[src/cdd_pkg.sv]
// Purpose: shared constants and types of the converter digital diagnostics unit
// Assumes: apb register map with one 32-bit word per register
// Notes:   byte offsets and field positions live here only; dac setup and flag reset values sit in cdd_diag
package cdd_pkg;

   // ----------------------------------------------------------------
   // register byte offsets
   // ----------------------------------------------------------------
   localparam logic [7:0] KEY_OFS         = 8'h00;
   localparam logic [7:0] DAC_SETUP_OFS   = 8'h04;
   localparam logic [7:0] DIAG_SETUP_OFS  = 8'h08;
   localparam logic [7:0] GEN_ONE_OFS     = 8'h0c;
   localparam logic [7:0] GEN_TWO_OFS     = 8'h10;
   localparam logic [7:0] DIG_FLAGS_OFS   = 8'h14;
   localparam logic [7:0] ANA_FLAGS_OFS   = 8'h18;
   localparam logic [7:0] STATUS_OFS      = 8'h1c;
   localparam logic [7:0] FREQ_CNT_OFS    = 8'h20;
   localparam logic [7:0] RB_SELECT_OFS   = 8'h24;
   localparam logic [7:0] NOP_OFS         = 8'h28;

   // ----------------------------------------------------------------
   // field positions
   // ----------------------------------------------------------------
   localparam int RANGE_LSB      = 0;   // output range, bits[3:0]
   localparam int RANGE_W        = 4;
   localparam int INT_EN_BIT     = 8;
   localparam int CRC_EN_BIT     = 0;
   localparam int FREQ_EN_BIT    = 1;
   localparam int OSC_EN_BIT     = 0;
   localparam int TRIP_LSB       = 1;
   localparam int TRIP_W         = 2;
   localparam int CMP_EN_BIT     = 0;
   localparam int DIG_SUM_BIT    = 0;
   localparam int ANA_SUM_BIT    = 1;
   localparam int FAULT_STAT_BIT = 2;
   localparam int RB_SEL_W       = 6;

   // ----------------------------------------------------------------
   // reset values and codes
   // ----------------------------------------------------------------
   localparam logic [31:0] DIAG_SETUP_RST  = 32'h0000_0003;  // crc and freq counter on
   localparam logic [31:0] GEN_ONE_RST     = 32'h0000_0001;  // osc halt signalling on
   localparam logic [31:0] GEN_TWO_RST     = 32'h0000_0000;  // supply comparators off
   localparam logic [23:0] OSC_HALT_CODE   = 24'h07dead;
   localparam logic [15:0] REFRESH_KEY     = 16'h3c5a;      // arbitrary value
   localparam logic [7:0]  CRC_POLY        = 8'h07;
   localparam logic [7:0]  CRC_INIT        = 8'hff;
   localparam int          FREQ_DIV        = 10000;          // oscillator cycles per tick
   localparam int          SPI_WORD_W      = 24;

   // ----------------------------------------------------------------
   // types
   // ----------------------------------------------------------------
   typedef struct packed {
      logic slew_busy;
      logic cal_not_loaded;
      logic osc_stop;
      logic invalid_access;
      logic cal_crc_err;
      logic reset_seen;
   } dig_flags_type;

   typedef struct packed {
      logic internal_analog_supply_node;
      logic regulator;
      logic reference_output_node;
      logic reference_input_node;
      logic dcdc_temp;
      logic main_temp;
   } ana_flags_type;

   // w1 update applies to these digital bits only
   localparam logic [5:0] DIG_W1_MASK = 6'h0f;

   typedef enum logic [1:0] {
      CDD_IDLE  = 2'b00,
      CDD_READ  = 2'b01,
      CDD_CHECK = 2'b11
   } refresh_state_type;

endpackage : cdd_pkg

[src/cdd_diag.sv]
// Purpose: digital diagnostics: calibration crc refresh, frequency monitor,
//          oscillator halt readback code, sticky diagnostic flags, fault pin
// Assumes: apb slave on mclk_i, calibration memory read combinationally,
//          comparator and link pins asynchronous to mclk_i
// Notes:   zero-wait apb slave; link shifts 24-bit words msb first
`timescale 1ns/10ps

module cdd_diag #(
   parameter int FREQ_DIV  = cdd_pkg::FREQ_DIV,
   parameter int CAL_WORDS = 16,
   parameter int CAL_AW    = 4
) (
   // clock and reset
   input  wire logic                mclk_i,
   input  wire logic                rstn_i,
   // apb slave
   input  wire logic                psel_i,
   input  wire logic                penable_i,
   input  wire logic                pwrite_i,
   input  wire logic [7:0]          paddr_i,
   input  wire logic [31:0]         pwdata_i,
   output logic      [31:0]         prdata_o,
   output logic                     pready_o,
   output logic                     pslverr_o,
   // calibration memory
   output logic      [CAL_AW-1:0]   cal_rd_addr_o,
   input  wire logic [15:0]         cal_rd_data_i,
   input  wire logic [7:0]          cal_ref_crc_i,
   // comparators and analog status (asynchronous)
   input  wire logic                osc_halt_i,
   input  wire logic [1:0]          die_temp_over_i,
   input  wire logic [3:0]          supply_out_of_range_i,
   input  wire logic                slew_active_i,
   output logic      [1:0]          temp_trip_sel_o,
   output logic                     supply_cmp_enable_o,
   output logic                     ref_buffer_enable_o,
   // readback link
   input  wire logic                sclk_i,
   input  wire logic                cs_n_i,
   output logic                     sdo_o,
   output logic                     sdo_oe_o,
   // fault pin, open drain
   output logic                     fault_n_o,
   output logic                     fault_n_oe_o
);

   // ----------------------------------------------------------------
   // declarations
   // ----------------------------------------------------------------
   logic [31:0]                  dac_setup_reg, diag_setup_reg, gen_one_reg, gen_two_reg;
   logic [cdd_pkg::RB_SEL_W-1:0] rb_sel_reg;
   cdd_pkg::dig_flags_type       digital_diag_flags_reg;
   cdd_pkg::ana_flags_type       analog_diag_flags_reg;
   logic [15:0]                  freq_counter_reg;
   logic [$clog2(FREQ_DIV)-1:0]  prescale_reg;
   cdd_pkg::refresh_state_type   state_reg;
   logic [CAL_AW-1:0]            addr_reg;
   logic [7:0]                   crc_reg;
   logic                         crc_fault_reg, fault_oe_reg;
   logic [1:0]                   osc_sync_reg, sclk_sync_reg, cs_sync_reg;
   logic [3:0]                   temp_sync_reg;
   logic [7:0]                   sup_sync_reg;
   logic                         sclk_last_reg, cs_last_reg;
   logic [cdd_pkg::SPI_WORD_W-1:0] shift_reg;

   logic        wr_access, wr_allowed, busy, start_refresh, check_done, crc_mismatch;
   logic        mapped, digital_summary_bit, analog_summary_bit, supply_en;
   logic        freq_counter_enable, osc_halt_signal_enable;
   logic [5:0]  dig_w1, ana_w1, dig_evt, dig_cur, ana_live;
   logic [31:0] status_word, rb_word;
   logic [23:0] link_word;

   function automatic logic [7:0] crc_step(input logic [7:0] c, input logic [15:0] d);
      logic [7:0] r;
      logic       fb;
      r = c;
      for (int i = 15; i >= 0; i--) begin
         fb = r[7] ^ d[i];
         r  = {r[6:0], 1'b0} ^ (fb ? cdd_pkg::CRC_POLY : 8'h00);
      end
      return r;
   endfunction : crc_step

   // ----------------------------------------------------------------
   // apb decode
   // ----------------------------------------------------------------
   assign pready_o   = 1'b1;
   assign pslverr_o  = psel_i && penable_i && !mapped;
   assign mapped     = (paddr_i <= cdd_pkg::NOP_OFS) && (paddr_i[1:0] == 2'b00);
   assign wr_access  = psel_i && penable_i && pwrite_i && mapped;
   assign busy       = state_reg != cdd_pkg::CDD_IDLE;
   assign wr_allowed = wr_access && (!busy || paddr_i == cdd_pkg::RB_SELECT_OFS
                       || paddr_i == cdd_pkg::NOP_OFS);

   assign start_refresh = wr_allowed && ((paddr_i == cdd_pkg::KEY_OFS
          && pwdata_i[15:0] == cdd_pkg::REFRESH_KEY)
          || (paddr_i == cdd_pkg::DAC_SETUP_OFS
          && pwdata_i[cdd_pkg::RANGE_LSB +: cdd_pkg::RANGE_W]
             != dac_setup_reg[cdd_pkg::RANGE_LSB +: cdd_pkg::RANGE_W]));

   assign freq_counter_enable    = diag_setup_reg[cdd_pkg::FREQ_EN_BIT];
   assign osc_halt_signal_enable = gen_one_reg[cdd_pkg::OSC_EN_BIT];
   assign supply_en              = gen_two_reg[cdd_pkg::CMP_EN_BIT];
   assign temp_trip_sel_o        = gen_one_reg[cdd_pkg::TRIP_LSB +: cdd_pkg::TRIP_W];
   assign supply_cmp_enable_o    = supply_en;
   assign ref_buffer_enable_o    = dac_setup_reg[cdd_pkg::INT_EN_BIT];

   always_ff @(posedge mclk_i or negedge rstn_i) begin
      if (!rstn_i) begin
         dac_setup_reg  <= 32'h0000_0000;
         diag_setup_reg <= cdd_pkg::DIAG_SETUP_RST;
         gen_one_reg    <= cdd_pkg::GEN_ONE_RST;
         gen_two_reg    <= cdd_pkg::GEN_TWO_RST;
         rb_sel_reg     <= '0;
      end else if (wr_allowed) begin
         case (paddr_i)
            cdd_pkg::DAC_SETUP_OFS:  dac_setup_reg  <= pwdata_i;
            cdd_pkg::DIAG_SETUP_OFS: diag_setup_reg <= pwdata_i;
            cdd_pkg::GEN_ONE_OFS:    gen_one_reg    <= pwdata_i;
            cdd_pkg::GEN_TWO_OFS:    gen_two_reg    <= pwdata_i;
            cdd_pkg::RB_SELECT_OFS:  rb_sel_reg     <= pwdata_i[cdd_pkg::RB_SEL_W-1:0];
            default: ;
         endcase
      end
   end

   // ----------------------------------------------------------------
   // calibration refresh, crc and frequency monitor
   // ----------------------------------------------------------------
   assign cal_rd_addr_o = addr_reg;
   assign check_done    = state_reg == cdd_pkg::CDD_CHECK;
   assign crc_mismatch  = crc_reg != cal_ref_crc_i;

   always_ff @(posedge mclk_i or negedge rstn_i) begin
      if (!rstn_i) begin
         state_reg     <= cdd_pkg::CDD_IDLE;
         addr_reg      <= '0;
         crc_reg       <= cdd_pkg::CRC_INIT;
         crc_fault_reg <= 1'b0;
      end else begin
         case (state_reg)
            cdd_pkg::CDD_IDLE: begin
               if (start_refresh) begin
                  state_reg <= cdd_pkg::CDD_READ;
                  addr_reg  <= '0;
                  crc_reg   <= cdd_pkg::CRC_INIT;
               end
            end
            cdd_pkg::CDD_READ: begin
               crc_reg  <= crc_step(crc_reg, cal_rd_data_i);
               addr_reg <= addr_reg + 1'b1;
               if (addr_reg == CAL_AW'(CAL_WORDS - 1)) begin
                  state_reg <= cdd_pkg::CDD_CHECK;
               end
            end
            cdd_pkg::CDD_CHECK: begin
               // a disabled check reports a clean result
               crc_fault_reg <= crc_mismatch && diag_setup_reg[cdd_pkg::CRC_EN_BIT];
               state_reg     <= cdd_pkg::CDD_IDLE;
            end
            default: state_reg <= cdd_pkg::CDD_IDLE;
         endcase
      end
   end

   always_ff @(posedge mclk_i or negedge rstn_i) begin
      if (!rstn_i) begin
         prescale_reg     <= '0;
         freq_counter_reg <= 16'h0000;
      end else if (freq_counter_enable) begin
         if (prescale_reg == $bits(prescale_reg)'(FREQ_DIV - 1)) begin
            prescale_reg     <= '0;
            freq_counter_reg <= freq_counter_reg + 16'h0001;
         end else begin
            prescale_reg <= prescale_reg + 1'b1;
         end
      end
   end

   // ----------------------------------------------------------------
   // input synchronisers
   // ----------------------------------------------------------------
   always_ff @(posedge mclk_i or negedge rstn_i) begin
      if (!rstn_i) begin
         osc_sync_reg  <= 2'b00;
         temp_sync_reg <= 4'h0;
         sup_sync_reg  <= 8'h00;
         sclk_sync_reg <= 2'b00;
         cs_sync_reg   <= 2'b11;
      end else begin
         osc_sync_reg  <= {osc_sync_reg[0], osc_halt_i};
         temp_sync_reg <= {temp_sync_reg[1:0], die_temp_over_i};
         sup_sync_reg  <= {sup_sync_reg[3:0], supply_out_of_range_i};
         sclk_sync_reg <= {sclk_sync_reg[0], sclk_i};
         cs_sync_reg   <= {cs_sync_reg[0], cs_n_i};
      end
   end

   // ----------------------------------------------------------------
   // sticky flags; slew busy follows its input live, cal not loaded is set by a refresh start and cleared by its check
   // ----------------------------------------------------------------
   assign dig_w1 = (wr_allowed && paddr_i == cdd_pkg::DIG_FLAGS_OFS)
                   ? (pwdata_i[5:0] & cdd_pkg::DIG_W1_MASK) : 6'h00;
   assign ana_w1 = (wr_allowed && paddr_i == cdd_pkg::ANA_FLAGS_OFS)
                   ? pwdata_i[5:0] : 6'h00;
   // order: slew, not loaded, osc stop, invalid access, crc error, reset seen
   assign dig_evt = {1'b0, 1'b0, osc_sync_reg[1], wr_access && !wr_allowed,
                     check_done && crc_mismatch && diag_setup_reg[cdd_pkg::CRC_EN_BIT],
                     1'b0};
   assign dig_cur = {1'b0, 1'b0, osc_sync_reg[1], 1'b0, crc_fault_reg, 1'b0};
   // supply comparator results ignored while the supply comparators are off
   assign ana_live = {sup_sync_reg[7:4] & {4{supply_en}}, temp_sync_reg[3:2]};

   always_ff @(posedge mclk_i or negedge rstn_i) begin
      if (!rstn_i) begin
         digital_diag_flags_reg <= cdd_pkg::dig_flags_type'(6'h01);
      end else begin
         // set wins over a same-cycle w1 update
         for (int i = 0; i < 4; i++) begin
            digital_diag_flags_reg[i] <= (dig_w1[i] ? dig_cur[i]
                                          : digital_diag_flags_reg[i]) | dig_evt[i];
         end
         if (start_refresh) begin
            digital_diag_flags_reg.cal_not_loaded <= 1'b1;
         end else if (check_done) begin
            digital_diag_flags_reg.cal_not_loaded <= 1'b0;
         end
         digital_diag_flags_reg.slew_busy <= slew_active_i;
      end
   end

   always_ff @(posedge mclk_i or negedge rstn_i) begin
      if (!rstn_i) begin
         analog_diag_flags_reg <= '0;
      end else begin
         analog_diag_flags_reg <= (analog_diag_flags_reg & ~ana_w1) | ana_live;
      end
   end

   assign digital_summary_bit = |digital_diag_flags_reg[4:0];
   assign analog_summary_bit  = |analog_diag_flags_reg;
   always_comb begin
      status_word = 32'h0000_0000;
      status_word[cdd_pkg::DIG_SUM_BIT]    = digital_summary_bit;
      status_word[cdd_pkg::ANA_SUM_BIT]    = analog_summary_bit;
      status_word[cdd_pkg::FAULT_STAT_BIT] = fault_oe_reg;
   end

   always_ff @(posedge mclk_i or negedge rstn_i) begin
      if (!rstn_i) begin
         fault_oe_reg <= 1'b0;
      end else begin
         fault_oe_reg <= digital_diag_flags_reg.cal_crc_err
                      || digital_diag_flags_reg.invalid_access
                      || digital_diag_flags_reg.osc_stop
                      || analog_summary_bit;
      end
   end
   assign fault_n_o    = 1'b0;
   assign fault_n_oe_o = fault_oe_reg;

   // ----------------------------------------------------------------
   // register read and readback link
   // ----------------------------------------------------------------
   function automatic logic [31:0] read_word(input logic [7:0] a);
      case (a)
         cdd_pkg::DAC_SETUP_OFS:  return dac_setup_reg;
         cdd_pkg::DIAG_SETUP_OFS: return diag_setup_reg;
         cdd_pkg::GEN_ONE_OFS:    return gen_one_reg;
         cdd_pkg::GEN_TWO_OFS:    return gen_two_reg;
         cdd_pkg::DIG_FLAGS_OFS:  return {26'h0, digital_diag_flags_reg};
         cdd_pkg::ANA_FLAGS_OFS:  return {26'h0, analog_diag_flags_reg};
         cdd_pkg::STATUS_OFS:     return status_word;
         cdd_pkg::FREQ_CNT_OFS:   return {16'h0000, freq_counter_reg};
         cdd_pkg::RB_SELECT_OFS:  return {26'h0, rb_sel_reg};
         default:                 return 32'h0000_0000;
      endcase
   endfunction : read_word

   // captured in the setup phase so data comes from a flop at zero wait
   always_ff @(posedge mclk_i or negedge rstn_i) begin
      if (!rstn_i) begin
         prdata_o <= 32'h0000_0000;
      end else if (psel_i && !penable_i) begin
         prdata_o <= read_word(paddr_i);
      end
   end

   // a real halt stops this clock too; the halt input stands in for its detector
   always_comb rb_word = read_word({rb_sel_reg, 2'b00});
   assign link_word = (osc_sync_reg[1] && osc_halt_signal_enable)
                      ? cdd_pkg::OSC_HALT_CODE
                      : {8'h00, rb_word[15:0]};

   always_ff @(posedge mclk_i or negedge rstn_i) begin
      if (!rstn_i) begin
         sclk_last_reg <= 1'b0;
         cs_last_reg   <= 1'b1;
         shift_reg     <= '0;
         sdo_oe_o      <= 1'b0;
      end else begin
         sclk_last_reg <= sclk_sync_reg[1];
         cs_last_reg   <= cs_sync_reg[1];
         sdo_oe_o      <= !cs_sync_reg[1];
         if (cs_last_reg && !cs_sync_reg[1]) begin
            shift_reg <= link_word;
         end else if (!cs_sync_reg[1] && sclk_last_reg && !sclk_sync_reg[1]) begin
            shift_reg <= {shift_reg[cdd_pkg::SPI_WORD_W-2:0], 1'b0};
         end
      end
   end
   assign sdo_o = shift_reg[cdd_pkg::SPI_WORD_W-1];

endmodule : cdd_diag

[config.mk]
export PLATFORM = sky130hd
export DESIGN_NAME = cdd_diag
export DESIGN_NICKNAME = d
export VERILOG_FILES = /design/src/cdd_pkg.sv /design/src/cdd_diag.sv
export SDC_FILE = /design/constraint.sdc
export NUM_CORES = 1
export LEC_CHECK = 0
export BUFFER_PORTS_ARGS = -buffer_cell sky130_fd_sc_hd__buf_2
export CORE_MARGIN = 3
export CORE_UTILIZATION = 35
export DETAILED_ROUTE_END_ITERATION = 7
export SLEW_MARGIN = 20
export SYNTH_ARGS = -nofsm -noshare
export SYNTH_HDL_FRONTEND = slang
export SYNTH_SLANG_ARGS = --single-unit
[constraint.sdc]
create_clock -name mclk_i -period 2.6 [get_ports mclk_i]
set_clock_uncertainty 0.1 [all_clocks]
set_input_delay 0.26 -clock mclk_i [delete_from_list [all_inputs] [get_ports mclk_i]]
set_output_delay 0.26 -clock mclk_i [all_outputs]
set_load 0.05 [all_outputs]
# Yosys cells after proc, flatten, opt, wreduce, memory -nomap -nowiden
# Cells that the tools add are included.
[word_totals] reg_bits=269 input_bits=79 output_inout_bits=46
[op_classes] n_addsub=3 n_lt_le_gt_ge=1 n_eq_ne=28 n_mux=36 bitwise_logic=39 n_reduce_logical=49
[op_table] cell="one-hot mux 32 bit (9 select lines)" count=1
[op_table] cell="one-hot mux 16 bit (9 select lines)" count=1
[op_table] cell="XOR 8 x 3 -> 8 bit" count=16
[op_table] cell="2-to-1 mux 24 bit" count=2
[op_table] cell="2-to-1 mux 3 bit" count=16
[op_table] cell="equality test 8 x 5 -> 1 bit, second input constant" count=4
[op_table] cell="equality test 6 x 3 -> 1 bit, second input constant" count=4
[op_table] cell="equality test 8 x 6 -> 1 bit, second input constant" count=3
[op_table] cell="logical AND 1 bit" count=20
[op_table] cell="2-to-1 mux 19 bit" count=1
[op_table] cell="adder 16 x 1 -> 16 bit, second input constant" count=1
[op_table] cell="equality test 16 x 14 -> 1 bit, second input constant" count=1
[op_table] cell="equality test 8 x 4 -> 1 bit, second input constant" count=2
[op_table] cell="one-hot mux 8 bit (2 select lines)" count=1
[op_table] cell="AND reduction 2 bit" count=8
[op_table] cell="XOR 1 bit" count=16
[op_table] cell="adder 14 x 1 -> 14 bit, second input constant" count=1
[op_table] cell="equality test 14 bit, second input constant" count=1
[op_table] cell="2-to-1 mux 14 bit" count=1
[op_table] cell="equality test 6 x 2 -> 1 bit, second input constant" count=2
[op_table] cell="equality test 6 x 4 -> 1 bit, second input constant" count=2
[op_table] cell="equality test 8 x 3 -> 1 bit, second input constant" count=1
[op_table] cell="less-or-equal comparator 8 x 6 -> 1 bit, second input constant" count=1
[op_table] cell="zero test 8 bit" count=1
[op_table] cell="other kinds (26)" count=49

# Depth between registers and ports, before layout
# Gate-level depths: netlist of run 1.
[depth] depth_word=49 mapped_depth=8

# Worst setup path before layout of run 1
# No wires, ideal clock.
[synth_timing] kind="input to register" from="input paddr_i[4]" to="register diag_setup_reg[4]" setup_ns=0.125 arrival_time_ns=2.120 t_required_ns=2.375 slack_ns=0.255 cell_stages=7 n_path_buf=2 path_cell_list="buf_2 nor4b_4 a31oi_1 nand2b_2 nor3_4 buf_6 mux2_2"
[synth_between] elab_chain_cells=5 elab_cells_between_ends=10 classes_between="1 x order compare; 3 x eq/ne; 6 x reduce/logical"
[synth_rtl] element="from (decl)" line="cdd_diag.sv:20" source="input wire logic [7:0] paddr_i,"
[synth_rtl] element="less-or-equal comparator 8 x 6 -> 1 bit or equality test 8 x 6 -> 1 bit (tied branches)" line="cdd_diag.sv:89, cdd_diag.sv:92"
[synth_rtl] element="logical AND 1 bit or logical OR 1 bit (tied branches)" line="cdd_diag.sv:89, cdd_diag.sv:92"
[synth_rtl] element="logical AND 1 bit or logical OR 1 bit (tied branches)" line="cdd_diag.sv:90, cdd_diag.sv:93"
[synth_rtl] element="logical AND 1 bit" line="cdd_diag.sv:92" source="assign wr_allowed = wr_access && (!busy || paddr_i == cdd_pkg::RB_SELECT_OFS"
[synth_rtl] element="AND reduction 2 bit (no line) *"
[synth_rtl] element="to (signal assigned)" line="cdd_diag.sv:111" source="diag_setup_reg <= cdd_pkg::DIAG_SETUP_RST;"
[synth_rtl] element="to (signal assigned)" line="cdd_diag.sv:118" source="cdd_pkg::DIAG_SETUP_OFS: diag_setup_reg <= pwdata_i;"
[synth_rtl] element="to (decl)" line="cdd_diag.sv:50" source="logic [31:0] dac_setup_reg, diag_setup_reg, gen_one_reg, gen_two_reg;"
# Every way passes the cells marked *; elsewhere a longest branch is shown, timed or not.
# A chain may end at the register's enable or synchronous reset.

# Worst setup path after layout of run 1
[layout_timing] from="register rb_sel_reg[3] (netlist name)" to="register shift_reg[15] (netlist name)"
[layout_between] elab_chain_cells=4 elab_cells_between_ends=12 classes_between="9 x eq/ne; 3 x mux"
[layout_rtl] element="from (decl)" line="cdd_diag.sv:51" source="logic [cdd_pkg::RB_SEL_W-1:0] rb_sel_reg;"
[layout_rtl] element="from (signal assigned)" line="cdd_diag.sv:121" source="cdd_pkg::RB_SELECT_OFS: rb_sel_reg <= pwdata_i[cdd_pkg::RB_SEL_W-1:0];"
[layout_rtl] element="equality test 6 x 4 -> 1 bit (tied with other cells)" line="cdd_diag.sv:266" source="case (a)"
[layout_rtl] element="one-hot mux 16 bit (9 select lines) *" line="cdd_diag.sv:266"
[layout_rtl] element="2-to-1 mux 19 bit *" line="cdd_diag.sv:292" source="? cdd_pkg::OSC_HALT_CODE"
[layout_rtl] element="2-to-1 mux 24 bit *" line="cdd_diag.sv:305" source="if (cs_last_reg && !cs_sync_reg[1]) begin"
[layout_rtl] element="to (signal assigned)" line="cdd_diag.sv:306" source="shift_reg <= link_word;"
[layout_rtl] element="to (signal assigned)" line="cdd_diag.sv:308" source="shift_reg <= {shift_reg[cdd_pkg::SPI_WORD_W-2:0], 1'b0};"
[layout_rtl] element="to (decl)" line="cdd_diag.sv:64" source="logic [cdd_pkg::SPI_WORD_W-1:0] shift_reg;"
# Marked as above.

==> implementation parameters, run 1 <==
Parameter                              Value

Setup path
  Endpoint class of the critical path ... flip-flop
  Data arrival time of the worst path ... 2.82 ns
  Largest fanout on the critical path ... 9
  Startpoint type of the worst setup path ... flip-flop
  WS Path Type ... flip-flop to flip-flop
  Data required time of the critical path ... between 3 and 4 ns

Floorplanning
  Total I/O pin count ... 125
  Row cnt ... between 60 and 70
  Die Width ... 197.1 um
  Die height ... 197.1 um
  Full die area ... 38850 um2
  Initial core utilization ... between 30 and 40%
  Core area ... 35740 um2

Clock network
  Clock tree sinks ... 269
  Number of buffers inserted during clock tree synthesis ... 31
  Maximum root-to-sink buffer count ... 3
  Clock tree from TritonCTS ... built
  Clock H-tree levels ... 1
  CTS clock-pin slew for the worst setup and hold paths ... 0.06 ns
  Clock Tree Root ... clkbuf_16
  Insertion delay to the later sink of the worst-skew pair ... 0.57 ns

STA
  Final count of pins violating max slew ... 0
  Final number of hold-violating endpoints ... 0
  Setup repair after global routing missed its margin ... false
  Final setup violation count ... 0
  Worst max-slew margin expressed relative to the limit ... around 50%
  F_max ... 414.9 MHz
  Total negative slack for setup checks ... 0 ns
  Post-layout minimum cycle time ... 2.410 ns
  Tcrit/Tclk final ... 92.71%
  Actual slew at the worst max-slew pin ... around 0.74 ns

Hold path
  Worst min-delay path category ... primary input to flip-flop

Yosys
  Share of synthesized flip-flops with an asynchronous set or reset ... 100.0%
  Number of cells produced by synthesis ... 1088
  Synth cell types ... 67
  Post-synth top flop ... dfrtp_1
  Part of the Yosys area used for sequential elements ... a little over half
  Synthesized area divided by synthesized cell count ... 11.75 um2
  Ys Warns ... 0
  Synthesized net count ... 1170
  Number of flops mapped to enable cells by yosys ... 0
  Post-synthesis sequential element count ... 269
  Post-synthesis instance area ... 12780 um2

Job
  Max-Cap Viols ... 0

Routing
  Remaining antenna violation count ... 0
  Via Count ... 9635
  Routed vias/inst ... 5.459
  Final wirelength ... 36.94 mm
  Remaining design rule violation count ... 0
  Initial DRC count ... 707
  Pre-Repair DR Iteration Count ... 8
  Wire per inst ... 20.93 um

Placement
  Routability-driven placement congestion ratio ... 0.9570
  Number of port buffers ... 122
  Detailed-placement wirelength estimate ... between 20 and 30 mm

Power
  VDD IR-drop max ... 0.4333 mV
  Power per cell area ... 611.9 nW/um2
  Leakage power total ... 0.007142 uW
  Total power of the final layout ... 9575 uW

Global route
  Via count of the first global-routing pass ... 9862
  Total global-route track usage ... 18.83%
  Pin count of the biggest net entering global routing ... 72
  Number of antenna violations at the first check in global routing ... 1
  Overflow left after global routing ... 0
  First-pass GRT wire length ... 57.90 mm

Cells and area
  Share of final-layout standard cells stronger than drive strength 1 ... 30.70%
  Synthesis-to-finish area growth ... 22.43%
  Number of nets in the final layout ... 1362
  Fill cell count ... 3429

Status
  Outcome ... completed
==> cell families after synthesis <==
kind of cell,after synthesis,share of synthesized area [%]
xor gates and xnor gates,82,6.177
muxes,152,13.41
buffers and inverters,87,3.514
and+or+nand+nor,267,10.70
AOI/OAI and AO/OA,226,13.04
other,2,0.05875
adders and majority gates,3,0.2937
DFF,269,52.81
==> routing by layer <==
layer / GRT usage [%] / up-vias / share of wire (%)
met3: 2.610 / 83 / 5.1
met4: 6.468 / 0 / 3.1
met5: 0 / - / 0
met2: 29.25 / 311 / 45
li1: - / 4383 / -
met1: 27.24 / 4858 / 47
==> final cells by class <==
type	count	area (um2)	share of cell area, %
multi-input cells	732	5595	35.76
well taps	461	576.8	3.686
repair buffers	228	1667	10.65
flip-flops and latches	269	6750	43.14
clock inverters	10	97.59	0.6236
diodes	1	2.502	0.01599
clock buffers	46	892.1	5.701
inverters	18	67.56	0.4318
==> per-stage QoR <==
stage	hold WS (ns)	instances	instance area (um2)	util, %	setup WS, ns
3_5_place_dp	0.09782	1668	14260	39.89	0.1231
4_1_cts	0.02634	1764	15650	43.78	0.2090
3_3_place_gp	0.09933	1668	14260	39.89	0.1670
6_report	0.03802	1765	15650	43.78	0.1895
5_1_grt	0.04952	1765	15650	43.78	0.06170
2_1_floorplan	-0.1356	1088	12780	-	0.2550
==> placed cells by master (no fill, tap or decap), types with 12 or more instances in the layout <==
cell type / netlist / routed
nand3_1: 23 / 23
dfstp_2: 15 / 15
nand4_1: 14 / 14
nor2_1: 59 / 59
clkbuf_16: 0 / 31
a31oi_1: 30 / 30
a21oi_1: 18 / 18
a22oi_1: 51 / 51
a22o_1: 14 / 14
dfrtp_1: 254 / 254
xor2_1: 26 / 26
mux2_2: 129 / 129
nor3_1: 13 / 13
and2_1: 12 / 12
buf_2: 11 / 121
dlygate4sd3_1: 0 / 40
buf_12: 0 / 12
mux2_1: 15 / 15
a222oi_1: 19 / 19
buf_4: 11 / 54
o21ai_0: 32 / 32
nand2_1: 91 / 91
xnor2_1: 51 / 51
inv_1: 18 / 18
==> timing repair <==
item                                   CTS  global route
endpoints found under the hold margin  373             0
hold buffers                            40             0
buffers inserted                         0             0
resized for setup                        0             0
==> worst max-delay path: stages, from the launching register on <==
cell and delay [ns]:
dfrtp_1 0.49, or4b_2 0.75, nor3_1 0.17, buf_4 0.18
buf_4 0.18, nand2_1 0.07, a31oi_1 0.24, o22a_1 0.16
==> Yosys cell counts, types with 11 or more instances <==
master    count  share of area (%)
a22o_1       14               0.96
xor2_1       26                1.8
a21oi_1      18               0.70
buf_2        11               0.43
nor2_1       59                1.7
mux2_1       15                1.3
dfstp_2      15                3.1
a222oi_1     19                1.5
and2_1       12               0.59
mux2_2      129                 11
a22oi_1      51                3.0
nand2_1      91                2.7
inv_1        18               0.53
xnor2_1      51                3.5
clkbuf_1     31               0.91
nand4_1      14               0.69
nand3_1      23               0.90
dfrtp_1     254                 50
buf_4        11               0.65
a31oi_1      30                1.5
nor3_1       13               0.51
o21ai_0      32                1.3
==> power by group <==
group	total (uW)	internal [uW]	switching [uW]
Sequential	4380	4310	71.3
Clock	4230	2470	1760
Combinational	967	385	582
==> final timing paths <==
path / from / endpoint / slack [ns] / cells after the start
min in group asynchronous: rstn_i / prescale_reg[7] / 0.09 / 2
max reg2reg: rb_sel_reg[3] / shift_reg[15] / 0.19 / 7
max in group asynchronous: rstn_i / prdata_o[15] / 1.56 / 3
max: rb_sel_reg[3] / shift_reg[15] / 0.19 / 7
min: pwdata_i[2] / analog_diag_flags_reg[2] / 0.04 / 3
min reg2reg: sup_sync_reg[0] / sup_sync_reg[4] / 0.25 / 0
(Power assumes the default switching activity.)
==> inputs of run 2 (changes only) <==
==> constraint.sdc (replaced) <==
create_clock -name mclk_i -period 2.5 [get_ports mclk_i]
set_clock_uncertainty 0.1 [all_clocks]
set_input_delay 0.25 -clock mclk_i [delete_from_list [all_inputs] [get_ports mclk_i]]
set_output_delay 0.25 -clock mclk_i [all_outputs]
set_load 0.05 [all_outputs]
==> implementation parameters, run 2 (synthesis gave the netlist of run 1 again) <==
Parameter                              Value

STA
  Final number of hold-violating endpoints ... 0
  Final setup violation count ... 0
  Actual slew at the worst max-slew pin ... just over 0.7 ns
  Setup repair after global routing missed its margin ... false
  Hold slack final ... 0.04463 ns
  F_max ... 425.4 MHz
  Worst max-slew margin expressed relative to the limit ... a little over half
  Post-layout minimum cycle time ... around 2.4 ns
  Tcrit/Tclk final ... 94.04%
  Total negative slack for setup checks ... 0 ns
  Final count of pins violating max slew ... 0

Hold path
  Origin of the worst min-delay path ... cal_rd_data_i[6]
  Endpoint with the worst hold slack ... crc_reg[7]
  Worst min-delay path category ... primary input to flip-flop
  Worst hold stages ... 4

Placement
  Detailed-placement wirelength estimate ... 25.43 mm
  Routability-driven placement congestion ratio ... ~0.94
  Number of port buffers ... 122

Global route
  Overflow left after global routing ... 0
  Via count of the first global-routing pass ... 9770
  Pin count of the biggest net entering global routing ... 62
  Total global-route track usage ... a little under a fifth
  Number of antenna violations at the first check in global routing ... 0
  First-pass GRT wire length ... 58.15 mm

Cells and area
  Share of final-layout standard cells stronger than drive strength 1 ... between 30% and 40%
  Highest-count cells in the layout ignoring fill and taps ... 254 x dfrtp_1, 129 x mux2_2, 121 x buf_2
  Synthesis-to-finish area growth ... 23.98%
  Fill cell count ... 3364
  Number of diodes ... 0
  Number of nets in the final layout ... 1370
  Most common cell after layout, fill and taps aside ... dfrtp_1

Clock network
  Clock H-tree levels ... 1
  CTS clock-pin slew for the worst setup and hold paths ... 0.07 ns
  Clock Tree Root ... clkbuf_16
  Number of post-CTS setup repair buffers ... 0
  PostCTS Resize Cnt ... 0
  Number of buffers inserted during clock tree synthesis ... 30
  Clock tree sinks ... 269
  Clock tree from TritonCTS ... built
  Insertion delay to the later sink of the worst-skew pair ... 0.57 ns
  Maximum root-to-sink buffer count ... 3

Floorplanning
  Die height ... 197.1 um
  Full die area ... 38850 um2
  Row cnt ... 69
  Initial core utilization ... between 30% and 40%
  Core area ... 35740 um2
  Die Width ... 197.1 um
  Total I/O pin count ... 125

Setup path
  Reg-to-Reg Start ... analog_diag_flags_reg[2]
  WS Path Type ... flip-flop to flip-flop
  Startpoint type of the worst setup path ... flip-flop
  R2R setup slack ... 0.15 ns
  Worst reg2reg path depth ... 5
  Data arrival time of the worst path ... 2.69 ns
  Endpoint class of the critical path ... flip-flop
  Data required time of the critical path ... 2.84 ns
  End of the worst register-to-register path ... prdata_o[1]
  Largest fanout on the critical path ... 4

Routing
  Routed length on met3 ... 1.661 mm
  Amount of wire on met2 after detailed routing ... 17.31 mm
  Metal-1 WL ... 17.12 mm
  Remaining design rule violation count ... 0
  Remaining antenna violation count ... 0
  Wire per inst ... 20.81 um
  Initial DRC count ... between 700 and 800
  Via Count ... 9613
  Routed vias/inst ... around 5.4
  Final wirelength ... between 30 and 40 mm
  Pre-Repair DR Iteration Count ... 5
  Highest routing layer actually used ... met4

Job
  Max-Cap Viols ... 0

Status
  Outcome ... completed

Power
  Leakage power total ... 0.007241 uW
  Power per cell area ... 650.2 nW/um2
  VDD IR-drop max ... 0.4544 mV
run 2: cell types whose count changed in the layout (fill, tap and decap cells not counted), moves of 2 or more:
cell,change
clkbuf_1,-2
clkinv_2,-3
buf_4,+5
buf_12,+3
bufinv_16,+3
clkbuf_8,+2
clkinvlp_4,-2
run 2: worst max path at each step:
stage	start	to	slack, ns
after global routing	prescale_reg[11]	freq_counter_reg[15]	0.04
after global placement	paddr_i[6]	gen_two_reg[13]	0.12
after floorplan	paddr_i[4]	diag_setup_reg[4]	0.17
after CTS	prescale_reg[11]	freq_counter_reg[15]	0.11
after detailed placement	paddr_i[6]	diag_setup_reg[14]	0.08
final	analog_diag_flags_reg[2]	prdata_o[1]	0.15
run 2: layout make-up:
type | count | area [um2] | area share [%]
sequential | 269 | 6750 | 42.59
multi-input combinational | 732 | 5595 | 35.31
timing repair buffer | 237 | 1774 | 11.20
clock buffer | 45 | 887.1 | 5.598
tap | 461 | 576.8 | 3.640
clock inverter | 11 | 196.4 | 1.240
inverter | 18 | 67.56 | 0.4263
run 2: worst max-delay path, stage by stage, from the launching register on:
cell and delay, ns:
dfrtp_1 0.43, or4_1 0.55, nor3_1 0.34, o211ai_1 0.19
a311oi_1 0.49, o21ai_0 0.13
run 2: metrics by stage:
stage          total power, uW  instances  cell area (um2)  utilization, %  worst slack (ns)
2_1_floorplan             5218       1088            12780               -            0.1650
3_3_place_gp              5593       1676            14350           40.16            0.1214
3_5_place_dp              5599       1676            14350           40.16           0.08427
4_1_cts                  10430       1773            15850           44.34            0.1147
5_1_grt                  10690       1773            15850           44.34           0.04375
6_report                 10300       1773            15850           44.34            0.1490
run 2: report_power, final:
group | switching [uW] | internal, uW
Combinational | 606 | 402
Sequential | 72.7 | 4480
Clock | 1860 | 2880
Total | 2540 | 7760
run 2: routing by layer:
metal / vias up / global-route usage (%)
li1: 4410 / -
met1: 4887 / 27.40
met2: 258 / 30.54
met3: 58 / 2.405
met4: 0 / 4.329
met5: - / 0
run 2: repair_timing:
item,4_1_cts,5_1_grt
hold endpoints to repair,382,0
hold buffers,41,0
setup endpoints to repair,0,1
==> inputs of run 3 (changes only) <==
--- a/config.mk
+++ b/config.mk
@@ -7,8 +7,9 @@
 export LEC_CHECK = 0
 export BUFFER_PORTS_ARGS = -buffer_cell sky130_fd_sc_hd__buf_2
 export CORE_MARGIN = 3
-export CORE_UTILIZATION = 35
+export CORE_UTILIZATION = 59
 export DETAILED_ROUTE_END_ITERATION = 7
+export PLACE_DENSITY = 0.8
 export SLEW_MARGIN = 20
 export SYNTH_ARGS = -nofsm -noshare
 export SYNTH_HDL_FRONTEND = slang
==> implementation parameters, run 3 (synthesis gave the netlist of run 1 again) <==
Parameter                              Value

Status
  Failing checks ... DRC
  Outcome ... finished with violations

Setup path
  Library cell contributing the largest single delay on the critical path ... nor4_1
  Crit. Startpoint ... rb_sel_reg[4]
  Data arrival time of the worst path ... 2.79 ns
  Reg-to-Reg Start ... rb_sel_reg[4]
  Largest fanout on the critical path ... 15
  R2R setup slack ... ~0.096 ns
  Endpoint class of the critical path ... flip-flop
  Most used cell, CP ... buf_4
  WS Path Type ... flip-flop to flip-flop
  Peak per-stage delay on the critical path ... 0.40 ns
  Data required time of the critical path ... around 2.9 ns
  Worst reg2reg path depth ... 7
  Series of cell instances along the critical path ... buf_4 > nor4_1 > nor3b_2 > buf_4 > a22oi_1 > a31oi_1 > o22a_1
  Startpoint type of the worst setup path ... flip-flop
  Capturing instance or port of the critical path ... shift_reg[9]
  End of the worst register-to-register path ... shift_reg[9]

Global route
  First-pass GRT wire length ... roughly 57 mm
  Overflow left after global routing ... 0
  Via count of the first global-routing pass ... around 10000
  Total global-route track usage ... 30.40%
  Pin count of the biggest net entering global routing ... 75
  Number of antenna violations at the first check in global routing ... 2

STA
  Worst max-slew margin expressed relative to the limit ... 50.52%
  Total negative slack for setup checks ... 0 ns
  Tcrit/Tclk final ... 96.18%
  Post-layout minimum cycle time ... 2.404 ns
  Final number of hold-violating endpoints ... 0
  F_max ... about 420 MHz
  Final count of pins violating max slew ... 0
  Final setup violation count ... 0
  Setup repair after global routing missed its margin ... false
  Actual slew at the worst max-slew pin ... 0.7422 ns

Floorplanning
  Row cnt ... 53
  Die Width ... 153.2 um
  Full die area ... 23470 um2
  Initial core utilization ... 60.42%
  Die height ... 153.2 um
  Core area ... 21150 um2
  Total I/O pin count ... 125

Power
  Relative contribution of sequential cells to total power ... 45.7%
  Switching component of the power ... around 2400 uW
  Total power of the final layout ... roughly 10000 uW
  Power per cell area ... 648.1 nW/um2
  Fraction of power consumed by combinational cells ... approximately a tenth
  Switching share of power ... about a quarter
  Leakage power total ... about 0.0071 uW
  Total internal power ... around 7500 uW
  Clock power share ... approximately 44%
  VDD IR-drop max ... 0.5993 mV

Clock network
  Number of post-CTS setup repair buffers ... 0
  CTS clock-pin slew for the worst setup and hold paths ... 0.06 ns
  PostCTS Resize Cnt ... 0
  Clock tree from TritonCTS ... built
  # hold bufs at CTS ... about 40
  Number of buffers inserted during clock tree synthesis ... 27
  Clock tree sinks ... between 200 and 300
  Clock H-tree levels ... 1
  Clock Tree Root ... clkbuf_16
  Insertion delay to the later sink of the worst-skew pair ... 0.55 ns
  Maximum root-to-sink buffer count ... 3

Routing
  Initial DRC count ... 1073
  Remaining antenna violation count ... 0
  Wire per inst ... 22.80 um
  Final wirelength ... 35.73 mm
  Routed vias/inst ... 6.486
  Pre-Repair DR Iteration Count ... 8
  Remaining design rule violation count ... 1
  Via Count ... 10160

Cells and area
  Share of final-layout standard cells stronger than drive strength 1 ... 30.44%
  Final Util ... between 70% and 80%
  Synthesis-to-finish area growth ... 20.17%
  Area of all sequential standard cells ... roughly 6800 um2
  Highest-count cells in the layout ignoring fill and taps ... 254 x dfrtp_1, 129 x mux2_2, 121 x buf_2
  Most common cell after layout, fill and taps aside ... dfrtp_1
  Fill cell count ... around 1400
  Number of nets in the final layout ... 1354
  Multi-input gate area ... 5595 um2
  Final instance area ... roughly 15000 um2

Job
  Max-Cap Viols ... 0

Placement
  Routability-driven placement congestion ratio ... between 0.9 and 1
  Number of port buffers ... 122
  Post-placement cell area ... 13970 um2
  Detailed-placement wirelength estimate ... 23.13 mm

Hold path
  Worst min-delay path category ... primary input to flip-flop
  Worst hold stages ... 3
-- run 3: changes by cell type in the layout (fill, tap and decap cells not counted), sizes merged --
cell      change
buf          -13
clkbuf        -6
clkinv        -1
clkinvlp      -1
diode         +1
-- run 3: stage by stage --
| stage | instances | setup slack [ns] | hold WS, ns |
|---|---|---|---|
| floorplan | 1088 | 0.1650 | -0.1456 |
| global placement | 1477 | 0.1075 | 0.1575 |
| detailed placement | 1477 | 0.04865 | 0.1612 |
| CTS | 1566 | 0.1447 | 0.001071 |
| global route | 1567 | 0.01197 | 0.03013 |
| finish | 1567 | 0.09550 | 0.02126 |
-- run 3: worst min path at each step --
stage	to	start	slack, ns
finish	analog_diag_flags_reg[1]	pwdata_i[1]	0.02
global route	analog_diag_flags_reg[1]	pwdata_i[1]	0.03
CTS	analog_diag_flags_reg[1]	pwdata_i[1]	0.001
detailed placement	dac_setup_reg[4]	rstn_i	0.16
global placement	dac_setup_reg[4]	rstn_i	0.16
floorplan	analog_diag_flags_reg[0]	rstn_i	-0.15
-- run 3: area by class of cell --
class | instances | share of cell area [%]
Antenna cell | 1 | 0.01629
Clock buffer | 39 | 5.278
Clock inverter | 9 | 1.067
Inverter | 18 | 0.4398
Multi-Input combinational cell | 732 | 36.43
Sequential cell | 269 | 43.94
Tap cell | 275 | 2.240
Timing Repair Buffer | 224 | 10.59
-- run 3: metal layers --
metal  vias up  routed length, um  global-route usage (%)
met2       533              16970                   49.54
met5         -                 13                       0
met1      5098              14150                   40.57
li1       4375                  -                       -
met4         2               1487                   11.96
met3       155               3110                   6.002
-- run 3: power by group through the flow --
stage | clock, uW | sequential (uW) | combinational [uW]
4_1_cts | 4430 | 4550 | 1000
6_report | 4400 | 4550 | 1000
5_1_grt | 4600 | 4560 | 1080
3_3_place_gp | 0 | 4620 | 930
3_5_place_dp | 0 | 4630 | 947
2_1_floorplan | 0 | 4760 | 455
-- run 3: worst max-delay path: cells and delay by family, from the launching register on --
family                 cells  cell delay, ns
and+or+nand+nor            2            0.72
AOI/OAI and AO/OA          3            0.67
buffers and inverters      2            0.47
DFF                        1            0.38
